### src/fim_defines.svh
`ifndef FIM_DEFINES_SVH
`define FIM_DEFINES_SVH
// register offsets on the control port
`define FIM_CHAN_MASK_ADDR 8'h2A
`define FIM_TYPE_MASK_ADDR 8'h2B
`define FIM_SYS_LATCH_ADDR 8'h2C
`define FIM_SUM_LATCH_ADDR 8'h2D
// reset values
`define FIM_CHAN_MASK_RST 8'h03
`define FIM_TYPE_MASK_RST 8'h00
`define FIM_LATCH_RST 8'h00
// latch field positions
`define FIM_SYS_ASI_CLK_BIT 7
`define FIM_SYS_PLL_LOCK_BIT 6
`define FIM_SYS_OVER_TEMP_BIT 5
`define FIM_SYS_OVER_CUR_BIT 4
`define FIM_SUM_CH1_BIT 7
`define FIM_SUM_BAT_BIT 1
// fault type positions inside one channel's byte
`define FIM_FT_OPEN_BIT 7
`define FIM_FT_PAIR_BIT 6
`define FIM_FT_P_GND_BIT 5
`define FIM_FT_M_GND_BIT 4
`define FIM_FT_P_BIAS_BIT 3
`define FIM_FT_M_BIAS_BIT 2
`define FIM_FT_P_BAT_BIT 1
`define FIM_FT_M_BAT_BIT 0
// timing
`define FIM_CLK_MHZ 200
`define FIM_US_CYCLES (`FIM_CLK_MHZ)
`define FIM_PULSE_US 2000
`define FIM_PERIOD_US 4000
`endif

### src/fim_pkg.sv
package fim_pkg;
	// interrupt pin event configuration
	typedef enum logic [1:0]
	{
		FIM_EV_LEVEL = 2'b00,
		FIM_EV_UNUSED = 2'b01,
		FIM_EV_REPEAT = 2'b10,
		FIM_EV_ONCE = 2'b11
	} fim_ev_mode_t;
	// interrupt pin sequencer states
	typedef enum logic [1:0]
	{
		FIM_ST_IDLE = 2'b00,
		FIM_ST_ON = 2'b01,
		FIM_ST_OFF = 2'b10
	} fim_irq_st_t;
	typedef struct packed
	{
		logic [7:0] chan_mask;
		logic [7:0] type_mask;
		logic [7:0] sys_latch;
		logic [7:0] sum_latch;
		logic [7:0] sys_live_prev;
		logic [7:0] sum_live_prev;
		logic [7:0] rdata;
		logic [7:0] us_cnt;
		logic [11:0] ms_cnt;
		logic pend_prev;
		fim_irq_st_t irq_st;
		logic irq_pin;
	} fim_state_t;
endpackage
### src/fim_latch.sv
//
// Behaviour
// - channel mask bits 7..4 mask input DC faults of channels 1..4; 1 masks.
// - fault type mask bit 7 masks open input, bit 6 shorted pair.
// - fault type mask bits 5/4 mask positive/negative input short to ground.
// - fault type mask bits 3/2 mask positive/negative short to bias supply.
// - fault type mask bits 1/0 mask positive/negative short to battery.
//   the code masks a channel summary bit only when all type mask bits are set, and the battery bit only when bits 1 and 0 both are.
// - system latch bit 7 records serial port clock error, self-clearing.
// - system latch bit 6 records PLL lock, self-clearing.
// - system latch bit 5 records boost or bias over-temperature.
// - system latch bit 4 records boost or bias over-current.
// - both latch registers read-only, reset zero, reserved bits read zero.
// - summary latch has status bits 7,6,5,4,1; 3,2,0 reserved.
// - summary bits 7..4 flag faults per channel; bit 1 battery short.
// - clear rule 0 clears on read if live low; 1 clears, rearms on rise.
// - readback filter 1 shows only unmasked latched events.
// - pin mode 0 level, mode 2 2ms every 4ms, mode 3 one 2ms pulse.
//
`include "fim_defines.svh"
module fim_latch #(
	parameter int unsigned PULSE_US = `FIM_PULSE_US,
	parameter int unsigned PERIOD_US = `FIM_PERIOD_US
)(
	// clock and reset
	input wire logic sys_clk,
	input wire logic srst,
	// control port register access
	input wire logic [7:0] reg_addr,
	input wire logic reg_wr,
	input wire logic reg_rd,
	input wire logic [7:0] reg_wdata,
	output logic [7:0] reg_rdata,
	// configuration held elsewhere in the device
	input wire logic latch_clear_rule,
	input wire logic latch_readback_filter,
	input wire logic [1:0] irq_event_mode,
	input wire logic irq_active_high,
	input wire logic [3:0] sys_event_mask,
	// live fault sources
	input wire logic asi_clk_err_live,
	input wire logic pll_lock_live,
	input wire logic over_temp_live,
	input wire logic over_cur_live,
	input wire logic [31:0] chan_fault_live,
	input wire logic vbat_below_bias,
	// interrupt pin
	output logic irq_pin
);
	fim_pkg::fim_state_t st_reg;
	fim_pkg::fim_state_t st_next;
	logic [7:0] sys_live;
	logic [7:0] sum_live;
	logic [7:0] sys_unmask;
	logic [7:0] sum_unmask;
	logic [3:0] chan_hit;
	logic [7:0] bat_bits;

	// ----------------------------------------
	// live status words
	// ----------------------------------------
	// a channel counts only through fault types it actually has
	always_comb
	begin
		sys_live = 8'h00;
		sys_live[`FIM_SYS_ASI_CLK_BIT] = asi_clk_err_live;
		sys_live[`FIM_SYS_PLL_LOCK_BIT] = pll_lock_live;
		sys_live[`FIM_SYS_OVER_TEMP_BIT] = over_temp_live;
		sys_live[`FIM_SYS_OVER_CUR_BIT] = over_cur_live;
		bat_bits = 8'h00;
		for (int i = 0; i < 4; i++)
		begin
			chan_hit[i] = |chan_fault_live[31 - 8 * i -: 8];
			bat_bits[2 * i] = chan_fault_live[31 - 8 * i - 7 + `FIM_FT_M_BAT_BIT];
			bat_bits[2 * i + 1] = chan_fault_live[31 - 8 * i - 7 + `FIM_FT_P_BAT_BIT];
		end
		sum_live = 8'h00;
		for (int i = 0; i < 4; i++)
		begin
			sum_live[`FIM_SUM_CH1_BIT - i] = chan_hit[i];
		end
		sum_live[`FIM_SUM_BAT_BIT] = vbat_below_bias & (|bat_bits);
	end

	// ----------------------------------------
	// mask gating per latch bit
	// ----------------------------------------
	// a channel summary bit is unmasked if its channel is and any fault type is unmasked
	always_comb
	begin
		sys_unmask = {~sys_event_mask, 4'h0};
		sum_unmask = 8'h00;
		for (int i = 0; i < 4; i++)
		begin
			sum_unmask[`FIM_SUM_CH1_BIT - i] = ~st_reg.chan_mask[7 - i]
				& (|(chan_fault_live[31 - 8 * i -: 8] & ~st_reg.type_mask)
				| ~(&st_reg.type_mask));
		end
		sum_unmask[`FIM_SUM_BAT_BIT] = ~(&st_reg.type_mask[`FIM_FT_P_BAT_BIT:`FIM_FT_M_BAT_BIT]);
	end

	// ----------------------------------------
	// next state
	// ----------------------------------------
	always_comb
	begin
		logic [7:0] sys_set;
		logic [7:0] sum_set;
		logic [7:0] sys_clr;
		logic [7:0] sum_clr;
		logic pend;
		logic new_evt;
		logic us_tick;
		logic [11:0] ms_inc;
		sys_set = 8'h00;
		sum_set = 8'h00;
		sys_clr = 8'h00;
		sum_clr = 8'h00;
		pend = 1'b0;
		new_evt = 1'b0;
		us_tick = 1'b0;
		ms_inc = 12'h000;
		st_next = st_reg;
		// rule 1 arms only on a rising live edge, so a stuck fault reads once
		if (latch_clear_rule)
		begin
			sys_set = sys_live & ~st_reg.sys_live_prev;
			sum_set = sum_live & ~st_reg.sum_live_prev;
		end
		else
		begin
			sys_set = sys_live;
			sum_set = sum_live;
		end
		// register writes; latch registers are read-only
		if (reg_wr)
		begin
			if (reg_addr == `FIM_CHAN_MASK_ADDR)
			begin
				st_next.chan_mask = reg_wdata;
			end
			if (reg_addr == `FIM_TYPE_MASK_ADDR)
			begin
				st_next.type_mask = reg_wdata;
			end
		end
		// register reads: data and clear-on-read
		st_next.rdata = 8'h00;
		if (reg_rd)
		begin
			case (reg_addr)
				`FIM_CHAN_MASK_ADDR: st_next.rdata = st_reg.chan_mask;
				`FIM_TYPE_MASK_ADDR: st_next.rdata = st_reg.type_mask;
				`FIM_SYS_LATCH_ADDR:
				begin
					st_next.rdata = latch_readback_filter ?
						st_reg.sys_latch & sys_unmask : st_reg.sys_latch;
					sys_clr = latch_clear_rule ? 8'hFF : ~sys_live;
				end
				`FIM_SUM_LATCH_ADDR:
				begin
					st_next.rdata = latch_readback_filter ?
						st_reg.sum_latch & sum_unmask : st_reg.sum_latch;
					sum_clr = latch_clear_rule ? 8'hFF : ~sum_live;
				end
				default: st_next.rdata = 8'h00;
			endcase
		end
		// a set in the clearing cycle wins so no event is lost
		st_next.sys_latch = ((st_reg.sys_latch & ~sys_clr) | sys_set) & 8'hF0;
		st_next.sum_latch = ((st_reg.sum_latch & ~sum_clr) | sum_set) & 8'hF2;
		st_next.sys_live_prev = sys_live;
		st_next.sum_live_prev = sum_live;
		// pending on any unmasked latched bit
		pend = |(st_reg.sys_latch & sys_unmask) | |(st_reg.sum_latch & sum_unmask);
		new_evt = pend & ~st_reg.pend_prev;
		st_next.pend_prev = pend;
		// microsecond divider feeding the millisecond-scale counter
		if (st_reg.us_cnt == 8'(`FIM_US_CYCLES - 1))
		begin
			st_next.us_cnt = 8'h00;
			us_tick = 1'b1;
		end
		else
		begin
			st_next.us_cnt = st_reg.us_cnt + 8'h01;
		end
		ms_inc = us_tick ? st_reg.ms_cnt + 12'h001 : st_reg.ms_cnt;
		// pin sequencer
		case (st_reg.irq_st)
			fim_pkg::FIM_ST_IDLE:
			begin
				st_next.ms_cnt = 12'h000;
				if (irq_event_mode == fim_pkg::FIM_EV_REPEAT && pend)
				begin
					st_next.irq_st = fim_pkg::FIM_ST_ON;
				end
				else if (irq_event_mode == fim_pkg::FIM_EV_ONCE && new_evt)
				begin
					st_next.irq_st = fim_pkg::FIM_ST_ON;
				end
			end
			fim_pkg::FIM_ST_ON:
			begin
				st_next.ms_cnt = ms_inc;
				if (us_tick && ms_inc == 12'(PULSE_US))
				begin
					st_next.irq_st = irq_event_mode == fim_pkg::FIM_EV_REPEAT ?
						fim_pkg::FIM_ST_OFF : fim_pkg::FIM_ST_IDLE;
				end
			end
			fim_pkg::FIM_ST_OFF:
			begin
				st_next.ms_cnt = ms_inc;
				if (us_tick && ms_inc == 12'(PERIOD_US))
				begin
					st_next.irq_st = fim_pkg::FIM_ST_IDLE;
				end
			end
			default: st_next.irq_st = fim_pkg::FIM_ST_IDLE;
		endcase
		// switching to level or unused mode abandons any running pulse train
		if (irq_event_mode != fim_pkg::FIM_EV_REPEAT && irq_event_mode != fim_pkg::FIM_EV_ONCE)
		begin
			st_next.irq_st = fim_pkg::FIM_ST_IDLE;
		end
		// unused mode 1 behaves as level mode
		if (irq_event_mode == fim_pkg::FIM_EV_REPEAT || irq_event_mode == fim_pkg::FIM_EV_ONCE)
		begin
			st_next.irq_pin = (st_next.irq_st == fim_pkg::FIM_ST_ON) ~^ irq_active_high;
		end
		else
		begin
			st_next.irq_pin = pend ~^ irq_active_high;
		end
	end

	// ----------------------------------------
	// state register
	// ----------------------------------------
	always_ff @(posedge sys_clk)
	begin
		if (srst)
		begin
			st_reg <= '0;
			st_reg.chan_mask <= `FIM_CHAN_MASK_RST;
			st_reg.type_mask <= `FIM_TYPE_MASK_RST;
			st_reg.sys_latch <= `FIM_LATCH_RST;
			st_reg.sum_latch <= `FIM_LATCH_RST;
			st_reg.irq_st <= fim_pkg::FIM_ST_IDLE;
			st_reg.irq_pin <= 1'b1; // idle for active-low default
		end
		else
		begin
			st_reg <= st_next;
		end
	end

	assign reg_rdata = st_reg.rdata;
	assign irq_pin = st_reg.irq_pin;
endmodule

### config.mk
export PLATFORM = sky130hd
export DESIGN_NAME = fim_latch
export DESIGN_NICKNAME = d
export VERILOG_FILES = /design/src/fim_pkg.sv /design/src/fim_latch.sv
export VERILOG_INCLUDE_DIRS = /design/src
export SDC_FILE = /design/constraint.sdc
export NUM_CORES = 1
export LEC_CHECK = 0
export ABC_AREA = 1
export BUFFER_PORTS_ARGS = -buffer_cell sky130_fd_sc_hd__buf_2
export CAP_MARGIN = 20
export CORE_AREA = 2 2 87 173
export DETAILED_ROUTE_END_ITERATION = 10
export DIE_AREA = 0 0 89 175
export PLACE_DENSITY = 0.52
export SLEW_MARGIN = 20
export SYNTH_ARGS = -nofsm -noshare
export SYNTH_HDL_FRONTEND = slang
export SYNTH_SLANG_ARGS = --single-unit
### constraint.sdc
create_clock -name sys_clk -period 2.47 [get_ports sys_clk]
set_input_delay 0.1235 -clock sys_clk [delete_from_list [all_inputs] [get_ports sys_clk]]
set_output_delay 0.1235 -clock sys_clk [all_outputs]
set_load 0.01 [all_outputs]
=== Word-level counts from Yosys, hierarchy flattened ===
Cells that the tools add are included.

* Flip-flop bits (word level): 80
* Input port bits: 66
* Word-level logic and storage cells: 121

* $add $sub $neg: 2
* Equality and inequality tests: 14
* Muxes and demuxes: 22
* Bitwise logic cells: 41
* Reductions and logical operators: 26

{| class="wikitable"
|+ Operators with widths
! operator !! number
|-
| OR reduction 8 bit || 11
|-
| bitwise AND 8 bit || 10
|-
| two-way mux 8 bit || 10
|-
| NOT 8 bit || 7
|-
| equality test 8 x 6 -> 1 bit (second input constant) || 4
|-
| case mux 8 bit (4 select lines) || 1
|-
| case mux 12 bit (2 select lines) || 1
|-
| bitwise OR 8 bit || 2
|-
| adder 12 x 1 -> 12 bit (second input constant) || 1
|-
| equality test 12 x 11 -> 1 bit (second input constant) || 1
|-
| equality test 12 bit (second input constant) || 1
|-
| two-way mux 12 bit || 1
|-
| two-way mux 2 bit || 6
|-
| adder 8 x 1 -> 8 bit (second input constant) || 1
|-
| equality test 8 bit (second input constant) || 1
|-
| NOT 1 bit || 8
|-
| AND reduction 8 bit || 1
|-
| bitwise AND 1 bit || 6
|-
| equality test 2 bit (second input constant) || 3
|-
| case mux 2 bit (3 select lines) || 1
|-
| AND reduction 2 bit || 3
|-
| OR reduction 2 bit || 3
|-
| logical AND 1 bit || 5
|-
| bitwise OR 1 bit || 5
|-
| 8 further kinds || 12
|}

=== Longest topological paths before layout ===
Gate-level depths: netlist of the first run.

* Depth after elaboration: 17
* Depth in mapped cells: 20

=== Worst setup path before layout of the first run ===
Ideal clock, no wire load.

* Kind: register -> register
* Start point: register st_reg[16] in the netlist's numbering
* End point: register, netlist name irq_pin
* Library setup time: 129 ps
* Arrival time: 1801 ps
* Required time: 2341 ps
* Path slack: 540 ps
* Stages on the path, launching flop included: 20
* Path buffers: 1
* Cell sequence: dfxtp_1 -> ha_1 -> nand3_1 -> nor2_4 -> buf_4 -> nand2_1 -> nand2_1 -> nand2_1 -> nor2_1 -> nand2_1 -> nor2_1 -> nand3_1 -> nand2_1 -> nand3b_1 -> nand2_1 -> inv_1 -> nand2_2 -> nand2_1 -> nand2_1 -> nand3_1

* Cells in the longest elaborated chain, start to end: 11

{| class="wikitable"
|+ RTL lines
! element !! RTL line !! RTL
|-
| from (decl) || fim_latch.sv:50 || <nowiki>fim_pkg::fim_state_t st_reg;</nowiki>
|-
| from (signal assigned) || fim_latch.sv:255 || <nowiki>st_reg <= st_next;</nowiki>
|-
| equality test 8 bit (*) || fim_latch.sv:179 || <nowiki>if (st_reg.us_cnt == 8'(`FIM_US_CYCLES - 1))</nowiki>
|-
| two-way mux 1 bit (*) || fim_latch.sv:179 ||
|-
| two-way mux 12 bit || fim_latch.sv:188 || <nowiki>ms_inc = us_tick ? st_reg.ms_cnt + 12'h001 : st_reg.ms_cnt;</nowiki>
|-
| equality test 12 bit / equality test 12 x 11 -> 1 bit (equally long branches) || fim_latch.sv:215, fim_latch.sv:206 ||
|-
| logical AND 1 bit, on equally long branches || fim_latch.sv:215, fim_latch.sv:206 ||
|-
| two-way mux 2 bit, on equally long branches || fim_latch.sv:215, fim_latch.sv:206 ||
|-
| case mux 2 bit (3 select lines) (*) || fim_latch.sv:190 || <nowiki>case (st_reg.irq_st)</nowiki>
|-
| two-way mux 2 bit (*) || fim_latch.sv:223 || <nowiki>if (irq_event_mode != fim_pkg::FIM_EV_REPEAT && irq_event_mode != fim_pkg::FIM_EV_ONCE)</nowiki>
|-
| equality test 2 x 1 -> 1 bit (*) || fim_latch.sv:230 || <nowiki>st_next.irq_pin = (st_next.irq_st == fim_pkg::FIM_ST_ON) ~^ irq_active_high;</nowiki>
|-
| XNOR 1 bit (*) || fim_latch.sv:230 ||
|-
| two-way mux 1 bit (*) || fim_latch.sv:228 || <nowiki>if (irq_event_mode == fim_pkg::FIM_EV_REPEAT || irq_event_mode == fim_pkg::FIM_EV_ONCE)</nowiki>
|}

Mark *: on every way between the ends. The rest lies on a longest branch, timed or not.
A chain may end at the register's enable or synchronous reset.

=== Final worst setup path of the first run ===
* Start point: register st_reg[16] in the netlist's numbering
* End point: register, netlist name irq_pin

* Cells in the longest elaborated chain, start to end: 11

{| class="wikitable"
|+ RTL lines
! element !! RTL line
|-
| equality test 8 bit (*) || fim_latch.sv:179
|-
| two-way mux 1 bit (*) || fim_latch.sv:179
|-
| two-way mux 12 bit || fim_latch.sv:188
|-
| equality test 12 bit / equality test 12 x 11 -> 1 bit (equally long branches) || fim_latch.sv:215, fim_latch.sv:206
|-
| logical AND 1 bit, on equally long branches || fim_latch.sv:215, fim_latch.sv:206
|-
| two-way mux 2 bit, on equally long branches || fim_latch.sv:215, fim_latch.sv:206
|-
| case mux 2 bit (3 select lines) (*) || fim_latch.sv:190
|-
| two-way mux 2 bit (*) || fim_latch.sv:223
|-
| equality test 2 x 1 -> 1 bit (*) || fim_latch.sv:230
|-
| XNOR 1 bit (*) || fim_latch.sv:230
|-
| two-way mux 1 bit (*) || fim_latch.sv:228
|}

Marks and branches as above.

==> results.toml, run 1 <==
[outcome]
run_status = "finished clean"

[global_routing]
grt_pass1_vias = 3565
grt_max_degree = 34
grt_pass1_wl_um = 16280
antenna_found_initial = 0
grt_use_total_pct = 13.60
grt_overflow = 0

[placed_design]
post-dp-hpwl_um = 8323
portBuffers = 74
place.gp.congestion = 0.8249

[cts]
cts_sinks = 66
cts_root_buffer = "clkbuf_16"
worstSkewPairLatency_ns = 0.33
cts_inserted_buffers = 9
clockBufferDepth = 2
hold_buffers = 0
htreeDepth = 3
cts_tree = "yes"
path_clk_slew_ns = 0.05

[finish]
layout.nets = 681
diodes = 0
largest_register_ffs = 57
drive_gt1_share_pct = 19.54
area_delta_synth_final_pct = 26.46
utilization_pct = 30.96

[yosys]
synth_warnings = 0
syn_avg_cell_area_um2 = 6.556
synth_cell_types = 34
synthTopCellsByCount = "nand2_1, inv_1, dfxtp_1"
synthTopCellsByArea = "dfxtp_1, nand2_1, inv_1, nor2_1, a21oi_1"
synth_edf_count = 0
synthFlopType = "dfxtp_1"
yosysMostFrequentCell = "nand2_1"
postSynthCellCount = 533
yosysSeqAreaShare_pct = 37.81
ys_ff_latch = 66
yosysTopAreaCellShare_pct = 37.81
synthArstFlopShare_pct = 0
post-synth-top-area-cell = "dfxtp_1"
syn-num-nets = 605
synth_area_um2 = 3495

[pwr]
power_frac_clock_pct = 51.6
p_seq_share_pct = 41.8
cellPowerDensity_nw_per_um2 = 602.8
switching_share_pct = 21.94
switching_power_w = 0.0005844
peakVddDrop_mv = 0.3164
internal_power_w = 0.002079
comb_power_share_pct = 6.6
power.leakage_nw = 1.953

[critical_path]
arrival_ns = 2.38
cp.required_ns = 2.67
path_class = "reg -> reg"
endpoint_kind = "flop"
start_kind = "flop"
crit_fanout = 4

[drt]
routed_wl_um = 10280
initialDrtViolationCount = 144
wl_per_cell_um = 12.75
dr.pass1.iters = 4
drc_errors = 0
vias_per_cell = 4.422
vias = 3564
ant_nets = 0

[timing]
setup_tns_ns = 0
fmax_mhz = 458.9
min_period_over_period_pct = 88.23
hold_viol = 0
rsz0062_at_grt = "false"
hold_slack_ns = 0.01675
maxSlewViolCount = 0
setup_viol = 0
slew_headroom_pct = 62.94
worst-slew-pin-transition_ns = 0.5524
period_needed_ns = 2.179
skew_ns = 0.008056

[die]
initial_core_util_pct = 24.48
boundaryPins = 75
dieArea_um2 = 15580
placementRows = 62
die_w_um = 89
coreArea_um2 = 14270
fp.dieH_um = 175

[hold_path]
hp-class = "in -> reg"

[flow_run]
drv_cap = 0
## placed cells by master, fill, tap and decap left out, types with 2 or more instances in the layout
master,synthesis,layout
or2_2,2,2
clkbuf_16,0,9
inv_2,4,4
buf_4,9,9
nor4_1,5,5
nor2_2,4,4
o22ai_1,7,7
a21oi_1,39,39
nor2_1,54,53
nand4_1,9,9
bufinv_16,0,2
o21ai_0,23,23
buf_2,1,74
o31ai_1,7,7
a211oi_1,4,4
nand2_1,140,141
ha_1,6,6
nor3b_1,3,3
nor2_4,2,3
nand2_2,5,5
nand3_1,30,29
clkinv_2,0,2
nor3_1,13,13
nand3b_1,3,3
dfxtp_1,66,66
clkinv_1,2,2
inv_1,76,76
## power groups by stage
| stage | clock [W] | sequential [W] | combinational, W |
|---|---|---|---|
| 2_1_floorplan | 0 | 0.00113 | 0.0000911 |
| 3_3_place_gp | 0 | 0.00113 | 0.000176 |
| 3_5_place_dp | 0 | 0.00114 | 0.000179 |
| 4_1_cts | 0.00140 | 0.00111 | 0.000180 |
| 5_1_grt | 0.00144 | 0.00112 | 0.000199 |
| 6_report | 0.00137 | 0.00111 | 0.000176 |
## layer usage
metal	vias to the layer above	part of all wire [%]	wire length [um]	track usage (%)
li1	1861	-	-	-
met1	1611	35	3555	12.30
met2	71	59	6054	26.80
met3	21	2.7	281	1.795
met4	0	3.8	386	7.960
met5	-	0	0	0
## per-stage QoR
step | cells | cell area (um^2) | setup slack [ns] | power [W]
after floorplan | 533 | 3495 | 0.5396 | 0.001221
after global placement | 785 | 4053 | 0.2904 | 0.001311
after detailed placement | 785 | 4053 | 0.2474 | 0.001315
after CTS | 801 | 4373 | 0.2303 | 0.002693
after global routing | 806 | 4419 | 0.0005067 | 0.002754
final | 806 | 4419 | 0.2908 | 0.002664
## kinds of logic (layout without fill, tap and decap cells)
family,after synthesis,in the layout,synth area share (%)
AO/OA/AOI/OAI,88,88,14.32
AND/OR/NAND/NOR,271,272,33.76
adder cells (fa/ha/maj),6,6,2.148
flip-flops,66,66,37.81
buffers and inverters,102,182,11.96
## worst max-delay path, cell delays in order (launching register included)
cell	delay, ns
dfxtp_1	0.34
ha_1	0.21
nand2_1	0.11
nor2_2	0.13
buf_4	0.13
nand2_1	0.10
buf_4	0.17
nand2_1	0.05
nand2_1	0.09
nor2_1	0.12
nand3_1	0.09
nand2_1	0.08
nand3b_1	0.08
nand2_1	0.09
inv_1	0.05
nand2_2	0.06
nand2_1	0.04
nand2_1	0.05
nand3_1	0.06
## worst paths after layout
path | startpoint | to | slack [ns] | cells past startpoint
min reg2reg | st_reg[16] | st_reg[16] | 0.44 | 1
max reg2reg | st_reg[16] | irq_pin | 0.29 | 18
min | asi_clk_err_live | st_reg[47] | 0.02 | 3
max | st_reg[16] | irq_pin | 0.29 | 18
## area by class of cell
class                           count  area (um^2)
Multi-Input combinational cell    366         1772
Sequential cell                    66         1321
Clock buffer                       11        242.7
Inverter                           82        307.8
Clock inverter                      5        77.57
Timing Repair Buffer               84        457.9
Fill cell                        1651         9854
Tap cell                          192        240.2
## what timing repair did
action | CTS | global route
setup buffers | 0 | 4
endpoints found under the setup margin | 0 | 1
resized for setup | 0 | 3
No activity file was read; power rests on OpenSTA's default activity.
==> run 2, diff against run 1 <==
Clock period 2.47 ns to 2.6 ns, I/O delays scaled along.
==> results.toml, run 2 (synthesis gave the netlist of run 1 again) <==
[cts]
cts_sinks = 66
ctsResizeCount = 0
cts_root_buffer = "clkbuf_16"
cts_inserted_buffers = 9
cts_tree = "yes"
hold_buffers = 0
worstSkewPairLatency_ns = 0.33
path_clk_slew_ns = 0.06
clockBufferDepth = 2
htreeDepth = 3

[finish]
diodes = 0
drive_gt1_share_pct = 18.75
final_common_cell = "nand2_1"
utilization_pct = 30.28
area_delta_synth_final_pct = 23.67
layout.nets = 675
largest_register_ffs = 57
regArea_um2 = 1321
final_cells = 800
final_cell_mix = "nand2_1, inv_1, buf_2, dfxtp_1, nor2_1"
fill_cells = 1647
multi_input_area_um2 = 1755

[critical_path]
endpoint_kind = "flop"
start_kind = "flop"
arrival_ns = 2.42
path_class = "reg -> reg"
cp.required_ns = 2.80
worst-r2r-cell-count = 18
crit_fanout = 10

[global_routing]
antenna_found_initial = 0
grt_pass1_vias = 3572
grt_max_degree = 34
grt_overflow = 0
grt_use_total_pct = 13.51
grt_pass1_wl_um = 16410

[pwr]
cellPowerDensity_nw_per_um2 = 541.0
peakVddDrop_mv = 0.2761
power.leakage_nw = 1.905

[die]
coreArea_um2 = 14270
fp.dieH_um = 175
boundaryPins = 75
initial_core_util_pct = 24.48
die_w_um = 89
dieArea_um2 = 15580
placementRows = 62

[flow_run]
drv_cap = 0

[hold_path]
hold_depth = 3
hp-class = "in -> reg"

[timing]
period_needed_ns = 2.218
slew_headroom_pct = 63.15
hold_viol = 0
skew_ns = 0.01026
worst-slew-pin-transition_ns = 0.5528
setup_viol = 0
maxSlewViolCount = 0
setup_tns_ns = 0
rsz0062_at_grt = "false"
min_period_over_period_pct = 85.31
fmax_mhz = 450.8

[drt]
drc_errors = 0
dr.pass1.iters = 5
vias_per_cell = 4.429
ant_nets = 0
vias = 3543
wl_per_cell_um = 12.38
initialDrtViolationCount = 152
routed_wl_um = 9904

[placed_design]
place.gp.congestion = 0.8257
portBuffers = 74
dp.cells = 782
post-dp-hpwl_um = 7989

[outcome]
run_status = "finished clean"
-- run 2: worst paths after layout --
check	start	to	slack, ns
max	st_reg[16]	irq_pin	0.38
min reg2reg	st_reg[16]	st_reg[16]	0.45
min	asi_clk_err_live	st_reg[47]	0.02
max reg2reg	st_reg[16]	irq_pin	0.38
-- run 2: routing by layer --
layer | routed length, um | vias up | global-route usage, %
met5 | 0 | - | 0
met2 | 5779 | 70 | 26.49
met4 | 281 | 0 | 6.468
met3 | 258 | 19 | 2.267
li1 | - | 1853 | -
met1 | 3585 | 1601 | 12.72
-- run 2: metrics by stage --
step	hold slack [ns]	area (um^2)	power, W	setup WS (ns)
2_1_floorplan	0.2432	3495	0.001160	0.6696
3_3_place_gp	0.3559	4018	0.001243	0.3700
3_5_place_dp	0.3606	4018	0.001246	0.3079
4_1_cts	0.008911	4294	0.002376	0.2936
5_1_grt	0.02846	4322	0.002443	0.005445
6_report	0.01957	4322	0.002338	0.3819
-- run 2: report_power, final --
part / internal [W] / total, W / switching [W]
Clock: 0.000649 / 0.00112 / 0.000466
Combinational: 0.0000724 / 0.000167 / 0.0000946
Sequential: 0.00104 / 0.00106 / 0.0000149
Total: 0.00176 / 0.00234 / 0.000576
-- run 2: repair_timing --
item,in CTS,in global routing
endpoints found under the setup margin,0,1
endpoints found under the hold margin,0,0
buffers inserted,0,2
-- run 2: cell type report --
cell class,count,share of cell area [%]
clock buffers,9,5.211
clock inverters,7,1.187
inverters,82,7.122
multi-input cells,365,40.62
flip-flops and latches,66,30.57
well taps,192,5.559
repair buffers,79,9.728
-- run 2: critical path: stages (launching register included) --
cell and delay (ns):
dfxtp_1 0.35, ha_1 0.20, nand2_1 0.11, nor2_1 0.14, nand2_2 0.16, nand2_1 0.09, nand2_1 0.06, nor2_1 0.11
nand2_1 0.12, nor2_2 0.14, nand3_1 0.08, nand2_1 0.08, nand3b_1 0.08, nand2_1 0.09, inv_1 0.05, nand2_2 0.06
nand2_1 0.05, nand2_1 0.05, nand3_1 0.05
==> run 3, diff against run 2 <==
Settings changed: CTS_BUF_LIST set to sky130_fd_sc_hd__clkbuf_4 sky130_fd_sc_hd__clkbuf_8, SLEW_MARGIN 20 to not set.
==> results.toml, run 3 (synthesis gave the netlist of run 1 again) <==
[pwr]
power_frac_clock_pct = 39.0
switching_power_w = 0.0005441
power.leakage_nw = 1.894
internal_power_w = 0.001467
cellPowerDensity_nw_per_um2 = 469.8
p_seq_share_pct = 52.4
peakVddDrop_mv = 0.1884
comb_power_share_pct = 8.6
switching_share_pct = 27.06

[placed_design]
post-dp-hpwl_um = 7989
dp.cells = 782
portBuffers = 74
place.gp.congestion = 0.8257

[hold_path]
hp-class = "in -> reg"
hold_start = "reg_wdata[1]"
hold_end = "st_reg[73]"
hold_depth = 3

[drt]
ant_nets = 0
routed_wl_um = 9991
drc_errors = 0
vias_per_cell = 4.420
wl_per_cell_um = 12.37
vias = 3571
dr.pass1.iters = 4
initialDrtViolationCount = 148

[die]
die_w_um = 89
fp.dieH_um = 175
initial_core_util_pct = 24.48
dieArea_um2 = 15580
coreArea_um2 = 14270
boundaryPins = 75
placementRows = 62

[timing]
period_needed_ns = 2.233
hold_viol = 0
maxSlewViolCount = 0
skew_ns = 0.01628
slew_headroom_pct = 62.95
fmax_mhz = 447.8
rsz0062_at_grt = "false"
setup_tns_ns = 0
setup_viol = 0
worst-slew-pin-transition_ns = 0.5523
min_period_over_period_pct = 85.89

[critical_path]
reg2reg_to = "irq_pin"
reg2reg_slack_ns = 0.37
path_class = "reg -> reg"
timing.rr.start = "st_reg[16]"
start_kind = "flop"
crit_fanout = 10
worst-r2r-cell-count = 17
arrival_ns = 2.46
cp.required_ns = 2.82
endpoint_kind = "flop"

[finish]
final_cell_mix = "nand2_1, inv_1, buf_2, dfxtp_1, nor2_1"
drive_gt1_share_pct = 18.99
final_cells = 808
diodes = 0
area_delta_synth_final_pct = 22.48
layout.nets = 683
final_common_cell = "nand2_1"
largest_register_ffs = 57

[global_routing]
grt_pass1_vias = 3608
grt_overflow = 0
grt_use_total_pct = 13.51
grt_pass1_wl_um = 16440
grt_max_degree = 34
antenna_found_initial = 0

[cts]
path_clk_slew_ns = 0.08
htreeDepth = 3
clockBufferDepth = 2
cts_tree = "yes"
cts_sinks = 66
worstSkewPairLatency_ns = 0.35
cts_root_buffer = "clkbuf_8"
cts_inserted_buffers = 9

[flow_run]
drv_cap = 0

[outcome]
run_status = "finished clean"
-- run 3: changes by cell type in the layout (fill, tap and decap cells not counted), sizes merged --
| cell | before | now |
|---|---|---|
| buf | 79 | 82 |
| dlygate4sd3 | 0 | 5 |
-- run 3: metrics by stage --
step / util, % / hold WS, ns / instance area [um^2] / worst slack (ns) / power (W)
final: 29.99 / 0.01332 / 4280 / 0.3669 / 0.002011
after CTS: 29.72 / 0.0007205 / 4243 / 0.2916 / 0.002034
after global routing: 29.99 / 0.02840 / 4280 / 0.0009195 / 0.002103
after floorplan: - / 0.2432 / 3495 / 0.6696 / 0.001160
after detailed placement: 28.15 / 0.3606 / 4018 / 0.3079 / 0.001246
after global placement: 28.15 / 0.3559 / 4018 / 0.3700 / 0.001243
-- run 3: final cells by class --
type | count | area [um^2]
Clock buffer | 9 | 123.9
Clock inverter | 7 | 51.30
Fill cell | 1648 | 9993
Inverter | 82 | 307.8
Multi-Input combinational cell | 365 | 1755
Sequential cell | 66 | 1321
Tap cell | 192 | 240.2
Timing Repair Buffer | 87 | 480.5
-- run 3: worst max-delay path by stage --
stage,startpoint,slack (ns),end,depth (start not counted)
2_1_floorplan,st_reg[16],0.67,irq_pin,19
3_3_place_gp,st_reg[16],0.37,irq_pin,17
3_5_place_dp,st_reg[16],0.31,irq_pin,17
4_1_cts,st_reg[16],0.29,irq_pin,17
5_1_grt,st_reg[16],0.0009,irq_pin,18
6_report,st_reg[16],0.37,irq_pin,17
-- run 3: repair_timing --
item,in CTS,in global routing
setup buffers,0,5
endpoints found under the setup margin,0,1
resized for setup,0,0
hold buffers,5,0
hold endpoints to repair,5,0
-- run 3: critical path: stages (launching register included) --
cell      delay [ns]
dfxtp_1         0.36
ha_1            0.20
nand3_1         0.13
nor2_4          0.23
buf_4           0.17
nand3_1         0.06
nand2_1         0.09
nand2_1         0.08
nor2_1          0.17
nand3_1         0.10
nand2_1         0.08
nand3b_1        0.08
nand2_1         0.09
inv_1           0.05
nand2_2         0.06
nand2_1         0.05
nand2_1         0.05
nand3_1         0.05
-- run 3: layer usage --
| metal | part of all wire (%) | track usage [%] | up-vias |
|---|---|---|---|
| met5 | 0 | 0 | - |
| met4 | 3.4 | 7.152 | 0 |
| met3 | 2.2 | 1.606 | 22 |
| met2 | 58 | 26.62 | 66 |
| met1 | 37 | 12.69 | 1615 |
| li1 | - | - | 1868 |
-- run 3: power groups by stage --
stage | registers (W) | logic, W | clock network (W)
final | 0.00105 | 0.000173 | 0.000784
after global routing | 0.00106 | 0.000197 | 0.000849
after detailed placement | 0.00108 | 0.000169 | 0
after CTS | 0.00105 | 0.000175 | 0.000805
after floorplan | 0.00107 | 0.0000866 | 0
after global placement | 0.00108 | 0.000165 | 0
